**config.mk**
```make
export PLATFORM = sky130hd
export DESIGN_NAME = rss_top
export DESIGN_NICKNAME = d
export VERILOG_FILES = /design/src/core/rss_pkg.sv /design/src/core/rss_tmr_if.sv /design/src/core/rss_timer.sv /design/src/core/rss_top.sv
export SDC_FILE = /design/constraint.sdc
export NUM_CORES = 1
export LEC_CHECK = 0
export ABC_AREA = 1
export BUFFER_PORTS_ARGS = -buffer_cell sky130_fd_sc_hd__clkbuf_2
export CAP_MARGIN = 10
export CORE_UTILIZATION = 54
export DETAILED_ROUTE_END_ITERATION = 10
export HOLD_SLACK_MARGIN = 0.03
export PLACE_DENSITY = 0.77
export SYNTH_ARGS = -nofsm -noshare
export SYNTH_HDL_FRONTEND = slang
export SYNTH_SLANG_ARGS = --single-unit
```
**constraint.sdc**
```tcl
create_clock -name mclk -period 3.35 [get_ports mclk]
set_clock_uncertainty 0.05 [all_clocks]
set_input_delay 0.335 -clock mclk [delete_from_list [all_inputs] [get_ports mclk]]
set_output_delay 0.335 -clock mclk [all_outputs]
set_load 0.05 [all_outputs]
```
**src/core/rss_pkg.sv**
```systemverilog
// Purpose: Shared constants and types of the start-up sequencer.
// Assumes: A 50 MHz system clock.
// Notes:   Cycle counts derive from the times and the clock rate.
package rss_pkg;
  localparam int unsigned CLK_HZ          = 50_000_000;
  localparam int unsigned CYC_PER_MS      = CLK_HZ / 1000;
  localparam int unsigned CYC_PER_US      = CLK_HZ / 1_000_000;
  // Least assertion time of the external reset, in microseconds.
  localparam int unsigned T_RST_MIN_US    = 5;
  localparam int unsigned RST_MIN_CYC     = T_RST_MIN_US * CYC_PER_US;
  // Least strap hold time, in milliseconds.
  localparam int unsigned T_CSH_MS        = 1;
  localparam int unsigned CSH_CYC         = T_CSH_MS * CYC_PER_MS;
  // Longest reset-to-ready time, in milliseconds.
  localparam int unsigned T_RDY_MAX_MS    = 250;
  localparam int unsigned RDY_MAX_CYC     = T_RDY_MAX_MS * CYC_PER_MS;
  // Attach-to-ready window, in milliseconds.
  localparam int unsigned T_ATT_MIN_MS    = 30;
  localparam int unsigned T_ATT_MAX_MS    = 65;
  localparam int unsigned ATT_MIN_CYC     = T_ATT_MIN_MS * CYC_PER_MS;
  localparam int unsigned ATT_MAX_CYC     = T_ATT_MAX_MS * CYC_PER_MS;
  // Configuration load time after the straps are taken, in milliseconds.
  localparam int unsigned T_CFG_MS        = 2;
  localparam int unsigned CFG_CYC         = T_CFG_MS * CYC_PER_MS;
  // Standard-mode two-wire rate.
  localparam int unsigned I2C_HZ          = 100_000;
  localparam int unsigned I2C_DIV         = CLK_HZ / I2C_HZ;
  // Reference clock tolerance in parts per million.
  localparam int unsigned REF_PPM         = 350;
  localparam logic [15:0] ATTACH_CMD      = 16'haa55;
  localparam int unsigned OTP_PAGES       = 4;

  typedef enum logic [2:0] {
    ST_HOLD, ST_STRAP, ST_CFG, ST_READY, ST_ATTACH, ST_RUN
  } rss_state_t;
endpackage

```
**src/core/rss_tmr_if.sv**
```systemverilog
// Purpose: Carrier between the sequencer and its interval timer.
// Assumes: One clock domain.
// Notes:   A load pulse starts a count; done marks its final cycle.
`timescale 1ns/1ps
interface rss_tmr_if #(parameter int unsigned CW = 32);
  logic          load;
  logic [CW-1:0] count;
  logic          done;
  logic          busy;
  modport ctrl  (output load, output count, input done, input busy);
  modport timer (input load, input count, output done, output busy);
endinterface // rss_tmr_if

```
**src/core/rss_timer.sv**
```systemverilog
// Purpose: Down-counting interval timer.
// Assumes: A load of N makes done high in the N-th cycle after the load edge.
// Notes:   A new load restarts the count at once.
`timescale 1ns/1ps
module rss_timer #(
  parameter int unsigned CW = 32
) (
  input  wire logic  mclk,
  input  wire logic  rst,
  rss_tmr_if.timer   tmr
);
  logic [CW-1:0] cnt_q;
  logic [CW-1:0] cnt_d;

  assign tmr.busy = (cnt_q != '0);
  assign tmr.done = (cnt_q == CW'(1));
  assign cnt_d    = tmr.load ? tmr.count : (tmr.busy ? cnt_q - CW'(1) : cnt_q);

  always_ff @(posedge mclk) begin
    if (rst) begin
      cnt_q <= '0;
    end else begin
      cnt_q <= cnt_d;
    end
  end

  property p_done_once;
    @(posedge mclk) disable iff (rst) tmr.done && !tmr.load |=> !tmr.busy;
  endproperty
  a_done_once: assert property (p_done_once) else $error("timer did not stop after done");
endmodule // rss_timer

```
**src/core/rss_top.sv**
```systemverilog
// Purpose: Start-up sequencer: straps, client readiness, attach, clocks.
// Assumes: All inputs synchronous to mclk; rst stands for power-on reset.
// Notes:   The client answers addressed transfers only while ready.
`timescale 1ns/1ps
module rss_top
  import rss_pkg::*;
#(
  parameter int unsigned CW          = 32,
  parameter int unsigned STRAP_W     = 4,
  parameter int unsigned STRAP_CYC   = CSH_CYC,
  parameter int unsigned LOAD_CYC    = CFG_CYC,
  parameter int unsigned ATT_LO_CYC  = ATT_MIN_CYC,
  parameter int unsigned ATT_HI_CYC  = ATT_MAX_CYC,
  parameter int unsigned READY_CYC   = RDY_MAX_CYC
) (
  input  wire logic               mclk,
  input  wire logic               rst,
  input  wire logic               ext_reset_n,
  input  wire logic [STRAP_W-1:0] strap_in,
  input  wire logic [2:0]         otp_pages_used,
  input  wire logic               cmd_valid,
  input  wire logic [15:0]        cmd_code,
  input  wire logic               addr_match,
  input  wire logic               usb_suspend,
  input  wire logic               clk_force_on,
  input  wire logic               ref_mode,
  input  wire logic               ref_clock_in,
  input  wire logic               crystal_in,
  output logic                    crystal_out,
  output logic                    crystal_out_oe,
  output logic                    osc_out,
  output logic [STRAP_W-1:0]      strap_val,
  output logic                    smb_ready,
  output logic                    smb_ack,
  output logic                    cmd_ack,
  output logic                    hub_attached,
  output logic                    i2c_tick
);
  // ==========================================================================
  // Elaboration checks
  // Readiness shows one cycle after the release edge plus both intervals.
  if (STRAP_CYC == 0 || LOAD_CYC == 0 || STRAP_CYC + LOAD_CYC + 1 > READY_CYC) begin : g_chk_rdy
    $error("strap hold plus load exceeds the ready bound");
  end
  if (ATT_LO_CYC == 0 || ATT_LO_CYC > ATT_HI_CYC || ATT_HI_CYC >= 2**(CW-4)) begin : g_chk_att
    $error("attach window not servable");
  end

  // ==========================================================================
  // Sequencer
  rss_tmr_if #(.CW(CW)) tmr ();
  rss_timer #(.CW(CW)) u_timer (.mclk(mclk), .rst(rst), .tmr(tmr));

  rss_state_t         state_q;
  rss_state_t         state_d;
  logic [STRAP_W-1:0] strap_q;
  logic               cmd_ack_q;
  logic [CW-1:0]      att_cyc;
  logic [CW-1:0]      att_span;
  logic [2:0]         otp_eff;
  logic               seq_rst;
  logic               start_strap;
  logic               start_cfg;
  logic               cmd_take;
  logic               clk_gated;

  assign seq_rst     = rst | ~ext_reset_n;
  assign start_strap = (state_q == ST_HOLD);
  assign start_cfg   = (state_q == ST_STRAP) && tmr.done;
  assign clk_gated   = usb_suspend && !clk_force_on;
  assign cmd_take    = cmd_valid && (cmd_code == ATTACH_CMD) && (state_q == ST_READY)
                       && !clk_gated;
  // The attach delay grows with the amount of programmed OTP.
  assign att_span    = CW'(ATT_HI_CYC - ATT_LO_CYC);
  // Page counts above the fitted pages are clamped so the delay stays in its window.
  assign otp_eff     = (otp_pages_used > 3'(OTP_PAGES)) ? 3'(OTP_PAGES) : otp_pages_used;
  assign att_cyc     = CW'(ATT_LO_CYC) + CW'((att_span * CW'(otp_eff)) / OTP_PAGES);

  assign tmr.load    = start_strap | start_cfg | cmd_take;
  assign tmr.count   = start_strap ? CW'(STRAP_CYC) :
                       start_cfg   ? CW'(LOAD_CYC)  :
                                     att_cyc;

  always_comb begin
    state_d = state_q;
    case (state_q)
      ST_HOLD:   state_d = ST_STRAP;
      ST_STRAP:  if (tmr.done) begin
                   state_d = ST_CFG;
                 end
      ST_CFG:    if (tmr.done) begin
                   state_d = ST_READY;
                 end
      ST_READY:  if (cmd_take) begin
                   state_d = ST_ATTACH;
                 end
      ST_ATTACH: if (tmr.done) begin
                   state_d = ST_RUN;
                 end
      ST_RUN:    state_d = ST_RUN;
      default:   state_d = ST_HOLD;
    endcase
  end

  always_ff @(posedge mclk) begin
    if (seq_rst) begin
      state_q <= ST_HOLD;
    end else begin
      state_q <= state_d;
    end
  end

  // Straps are taken when each hold interval ends and kept until the next hold end or rst; ext_reset_n does not clear them.
  always_ff @(posedge mclk) begin
    if (rst) begin
      strap_q <= '0;
    end else if (start_cfg) begin
      strap_q <= strap_in;
    end
  end

  always_ff @(posedge mclk) begin
    if (seq_rst) begin
      cmd_ack_q <= 1'b0;
    end else begin
      cmd_ack_q <= cmd_take;
    end
  end

  assign strap_val    = strap_q;
  assign cmd_ack      = cmd_ack_q;
  assign hub_attached = (state_q == ST_RUN);
  assign smb_ready    = ((state_q == ST_READY) || (state_q == ST_RUN)) && !clk_gated;
  assign smb_ack      = addr_match && smb_ready;

  // ==========================================================================
  // Clock source and standard-mode rate
  logic        osc_q;
  logic [15:0] div_q;
  logic        tick_q;
  logic        div_end;

  assign div_end        = (div_q == 16'(I2C_DIV - 1));
  assign crystal_out    = ~crystal_in;
  assign crystal_out_oe = !ref_mode;
  assign osc_out        = osc_q;
  assign i2c_tick       = tick_q;

  always_ff @(posedge mclk) begin
    if (rst) begin
      osc_q <= 1'b0;
    end else begin
      osc_q <= ref_mode ? ref_clock_in : crystal_in;
    end
  end

  always_ff @(posedge mclk) begin
    if (rst) begin
      div_q  <= '0;
      tick_q <= 1'b0;
    end else begin
      div_q  <= div_end ? '0 : div_q + 16'h0001;
      tick_q <= div_end;
    end
  end

  // ==========================================================================
  // Checks
  logic [CW-1:0] phase_q;
  logic [CW-1:0] rdy_cnt_q;
  logic          seen_rdy_q;

  always_ff @(posedge mclk) begin
    if (seq_rst || state_q != state_d) begin
      phase_q <= '0;
    end else begin
      phase_q <= phase_q + CW'(1);
    end
  end

  always_ff @(posedge mclk) begin
    if (seq_rst) begin
      rdy_cnt_q  <= '0;
      seen_rdy_q <= 1'b0;
    end else if (!seen_rdy_q) begin
      rdy_cnt_q  <= rdy_cnt_q + CW'(1);
      seen_rdy_q <= (state_q == ST_READY);
    end
  end

  property p_ready_bound;
    @(posedge mclk) disable iff (seq_rst) !seen_rdy_q |-> rdy_cnt_q <= CW'(READY_CYC);
  endproperty
  a_ready_bound: assert property (p_ready_bound) else $error("ready too late");

  property p_strap_hold;
    @(posedge mclk) disable iff (seq_rst)
      (state_q == ST_STRAP) && tmr.done |-> phase_q == CW'(STRAP_CYC - 1);
  endproperty
  a_strap_hold: assert property (p_strap_hold) else $error("strap hold wrong");

  property p_strap_kept;
    @(posedge mclk) disable iff (seq_rst)
      (state_q == ST_READY) && $past(state_q == ST_READY) |-> $stable(strap_val);
  endproperty
  a_strap_kept: assert property (p_strap_kept) else $error("straps changed");

  property p_att_window;
    @(posedge mclk) disable iff (seq_rst)
      (state_q == ST_ATTACH) && tmr.done |->
        (phase_q + CW'(1) >= CW'(ATT_LO_CYC)) && (phase_q + CW'(1) <= CW'(ATT_HI_CYC));
  endproperty
  a_att_window: assert property (p_att_window) else $error("attach delay out of window");

  property p_att_ack;
    @(posedge mclk) disable iff (seq_rst)
      cmd_take |=> cmd_ack && (state_q == ST_ATTACH) && !smb_ready;
  endproperty
  a_att_ack: assert property (p_att_ack) else $error("attach not taken");

  property p_no_early_ack;
    @(posedge mclk) disable iff (seq_rst)
      !(state_q inside {ST_READY, ST_RUN}) |-> !smb_ack;
  endproperty
  a_no_early_ack: assert property (p_no_early_ack) else $error("early acknowledge");

  property p_suspend_gate;
    @(posedge mclk) disable iff (seq_rst) usb_suspend && !clk_force_on |-> !smb_ack;
  endproperty
  a_suspend_gate: assert property (p_suspend_gate) else $error("reachable in suspend");

  property p_i2c_rate;
    @(posedge mclk) disable iff (rst) i2c_tick |=> !i2c_tick [*8];
  endproperty
  a_i2c_rate: assert property (p_i2c_rate) else $error("two-wire tick too fast");

  property p_xtal_open;
    @(posedge mclk) disable iff (rst) ref_mode |-> !crystal_out_oe;
  endproperty
  a_xtal_open: assert property (p_xtal_open) else $error("crystal output driven");

  c_ready:   cover property (@(posedge mclk) disable iff (seq_rst) $rose(smb_ready));
  c_attach:  cover property (@(posedge mclk) disable iff (seq_rst) $rose(hub_attached));
  c_suspend: cover property (@(posedge mclk) disable iff (seq_rst)
                             hub_attached && usb_suspend && clk_force_on && smb_ack);
endmodule // rss_top

```
==> flow_summary.toml <==
[floorplanning]
die_x_um = 89.6
die_h_um = 89.6
rows = 31
ios = 45
core_mm2 = 0.00733
die-area_mm2 = 0.00802
start_util_pct = 56.5

[setup_path]
cp_slowest_cell = "fa_1"
critPathRequiredTime_ns = 3.53
critPathBufInv = 5
ff2ff_setup_slack_ns = 1.17
worstPathArrival_ns = 3.23
path_cells = "clkbuf_2 > clkinv_2 > nand2_1 > inv_1 > ha_1 > ha_2 > inv_1 > fa_1 > fa_1 > o21ai_1 > nand2_1 > nand2_1 > nand2_1 > nor2_2 > nand3_1 > nand2_1 > nand2_1 > nand3_1 > nand3b_1 > nand3_1 > inv_1"
critPathLaunchType = "primary input"
path_delay_family = "adder cells"
path_max_fanout = 6
cpMostUsedCell = "nand2_1"
cp_slowest_stage_delay_ns = 0.41
critical_path_class = "primary input to flip-flop"
cp-end-kind = "flip-flop"

[synth]
synthTopCellsByArea = "dfxtp_1, nand2_1, nor2_1, nand3_1, inv_1"
synth.avg_cell_area_um2 = 6.50
ys_ff_latch = 58
synth.largest_area_cell = "dfxtp_1"
syn_area_mm2 = 0.00414
yosysUniqueCellTypes = 46
synth_ff_type = "dfxtp_1"
syn-num-nets = 686
synth_edf_count = 0
synthCells = 637
ys_warn_count = 0
netlist.area_leader.share_pct = 28.0
async_flop_share_pct = 0
yosysSeqAreaShare_pct = 28.0

[detailed_routing]
drc_errors = 0
vias = 4208
antenna_left = 0
drt-total-wl_mm = 10.2
vias_per_cell = 5.31
drt_pass1_iterations = 5
drt_iter0_drc = 232
wl_per_cell_um = 12.9

[clocking]
cts.hold.buffers_added = 0
cts_root_buf = "clkbuf_8"
worstSkewPairLatency_ns = 0.34
postCtsSetupRepairBufs = 0
clock_sinks = 58
cts_resized = 0
clk_pin_slew_ns = 0.06
clockBufferDepth = 2
ctsHtreeMaxLevel = 3
numCtsBuffers = 9
tritoncts = "done"

[timing]
timing.final.ws_setup_ns = 0.303
tightestPinTransition_ns = 0.553
period_minus_slack_ns = 3.05
fin_crit_sh_pct = 91.0
max_slew_margin_pct = 63.0
drv_slew = 0
grt_setup_unrepaired = "no"
max_freq_mhz = 328
finalHoldViolCount = 0
setup_violations = 0

[finish]
layout.nets = 738
fin_cells = 792
n_antenna_cell = 0
final_cell_area_mm2 = 0.00467
area_growth_pct = 12.7
fillers = 685
drive_gt1_share_pct = 18.0
utilization_pct = 63.6

[global_route]
grt_overflow = 0
antenna_found_initial = 0
grt_pass1_wl_mm = 17.2
grt_pass1_vias = 3890
grt.total_usage_pct = 27.7
grt_max_degree = 23

[placement]
post_dp_cell_area_mm2 = 0.00447
dpl_worst_slack_ns = -0.0594
hpwl_mm = 7.90
gp_congestion = 0.923
io_buffer_count = 44
place_inst = 777

[pwr]
ir_drop_mv = 0.330
p_leak_nw = 2.20
p_per_area_mw_per_mm2 = 556

[status]
status = "completed"

[run]
cap_violations = 0

[hold_path]
hold_class = "primary input to flip-flop"
-- worst register-to-register path, stage by stage, from the launching register on --
cell and delay (ns):
dfxtp_1 0.33, or2_1 0.26, nor2_1 0.17, nand3_1 0.19
nor2_1 0.23, inv_2 0.05, nor2_2 0.35, inv_2 0.13
nand2_1 0.10, o21ai_1 0.07, o21ai_1 0.10, nor2_2 0.04
-- per-layer routing --
| layer | global-route usage [%] | vias up | share of wire [%] |
|---|---|---|---|
| met3 | 4.84 | 15 | 5.2 |
| met2 | 45.7 | 139 | 47 |
| met1 | 36.9 | 1886 | 46 |
| met5 | 0 | - | 0 |
| li1 | - | 2168 | - |
| met4 | 8.95 | 0 | 1.4 |
-- power by group --
group          internal, mW  total, mW  switching [mW]
logic                 0.364       1.13           0.761
clock network         0.357      0.624           0.267
registers             0.769      0.843          0.0733
total                  1.49       2.59            1.10
-- synthesized netlist by cell type (3+ instances only) --
cell type	number
a211oi_1	4
a21oi_1	33
a21oi_2	6
buf_6	3
clkbuf_1	4
dfxtp_1	58
fa_1	3
ha_1	13
inv_1	78
inv_2	11
nand2_1	113
nand2_2	4
nand2_4	5
nand3_1	59
nand3b_1	3
nand4_1	17
nor2_1	103
nor2_2	15
nor2_4	4
nor3_1	18
o21a_1	3
o21ai_0	15
o21ai_1	13
or2_2	4
xnor2_1	6
xor2_1	16
-- sequential cells by signal, summed over array words and instances, names as in the netlist --
register / flops
cmd_ack: 1
div_q: 16
i2c_tick: 1
osc_out: 1
state_q: 3
strap_val: 4
u_timer.cnt_q: 32
-- cell usage in the layout (no fill, tap or decap), drive strengths merged, types with 2 or more instances in the layout --
cell	Yosys	final
and2	2	2
nor2	122	122
nor3	20	20
ha	13	13
clkinv	2	4
nor4	2	2
buf	6	7
nor3b	2	2
xnor2	6	6
inv	90	90
nand4	19	19
or2	5	5
xor2	16	16
nand2	122	122
o21ai	28	28
o21a	3	3
a21oi	39	39
nand3	60	60
nand3b	3	3
fa	3	3
clkbuf	4	56
a211oi	4	4
dfxtp	58	58
-- final timing paths --
path	startpoint	cells after the start	to
worst max-delay path	otp_pages_used[2]	21	u_timer.cnt_q[15]
worst min-delay path	strap_in[3]	3	strap_val[3]
worst max register to register	u_timer.cnt_q[20]	11	u_timer.cnt_q[14]
worst min register to register	div_q[0]	1	div_q[0]
-- final cells by class --
cell class	count	area (um2)	area share, %
well taps	99	124	2.65
multi-input cells	477	2570	55.1
flip-flops and latches	58	1160	24.9
repair buffers	51	273	5.85
inverters	92	350	7.51
clock buffers	12	145	3.11
clock inverters	3	40.0	0.858
-- metrics by stage --
stage | hold WS (ns) | total power [mW] | setup TNS (ns)
finish | 0.173 | 2.59 | 0
global placement | 0.398 | 1.93 | 0
global route | 0.174 | 2.78 | 0
detailed placement | 0.404 | 1.95 | -0.232
CTS | 0.162 | 2.58 | 0
floorplan | 0.357 | 1.74 | 0
-- kinds of logic (layout without fill, tap and decap cells) --
kind of cell | count (synthesis) | count (layout) | synth area share, %
AO/OA/AOI/OAI | 80 | 80 | 11.0
other | 1 | 1 | 0.0905
AND/OR/NAND/NOR | 358 | 358 | 40.8
buffers and inverters | 102 | 158 | 10.1
XOR/XNOR | 22 | 22 | 4.65
flip-flops | 58 | 58 | 28.0
adder cells (fa/ha/maj) | 16 | 16 | 5.38
Power figures use the tool's default switching activity.
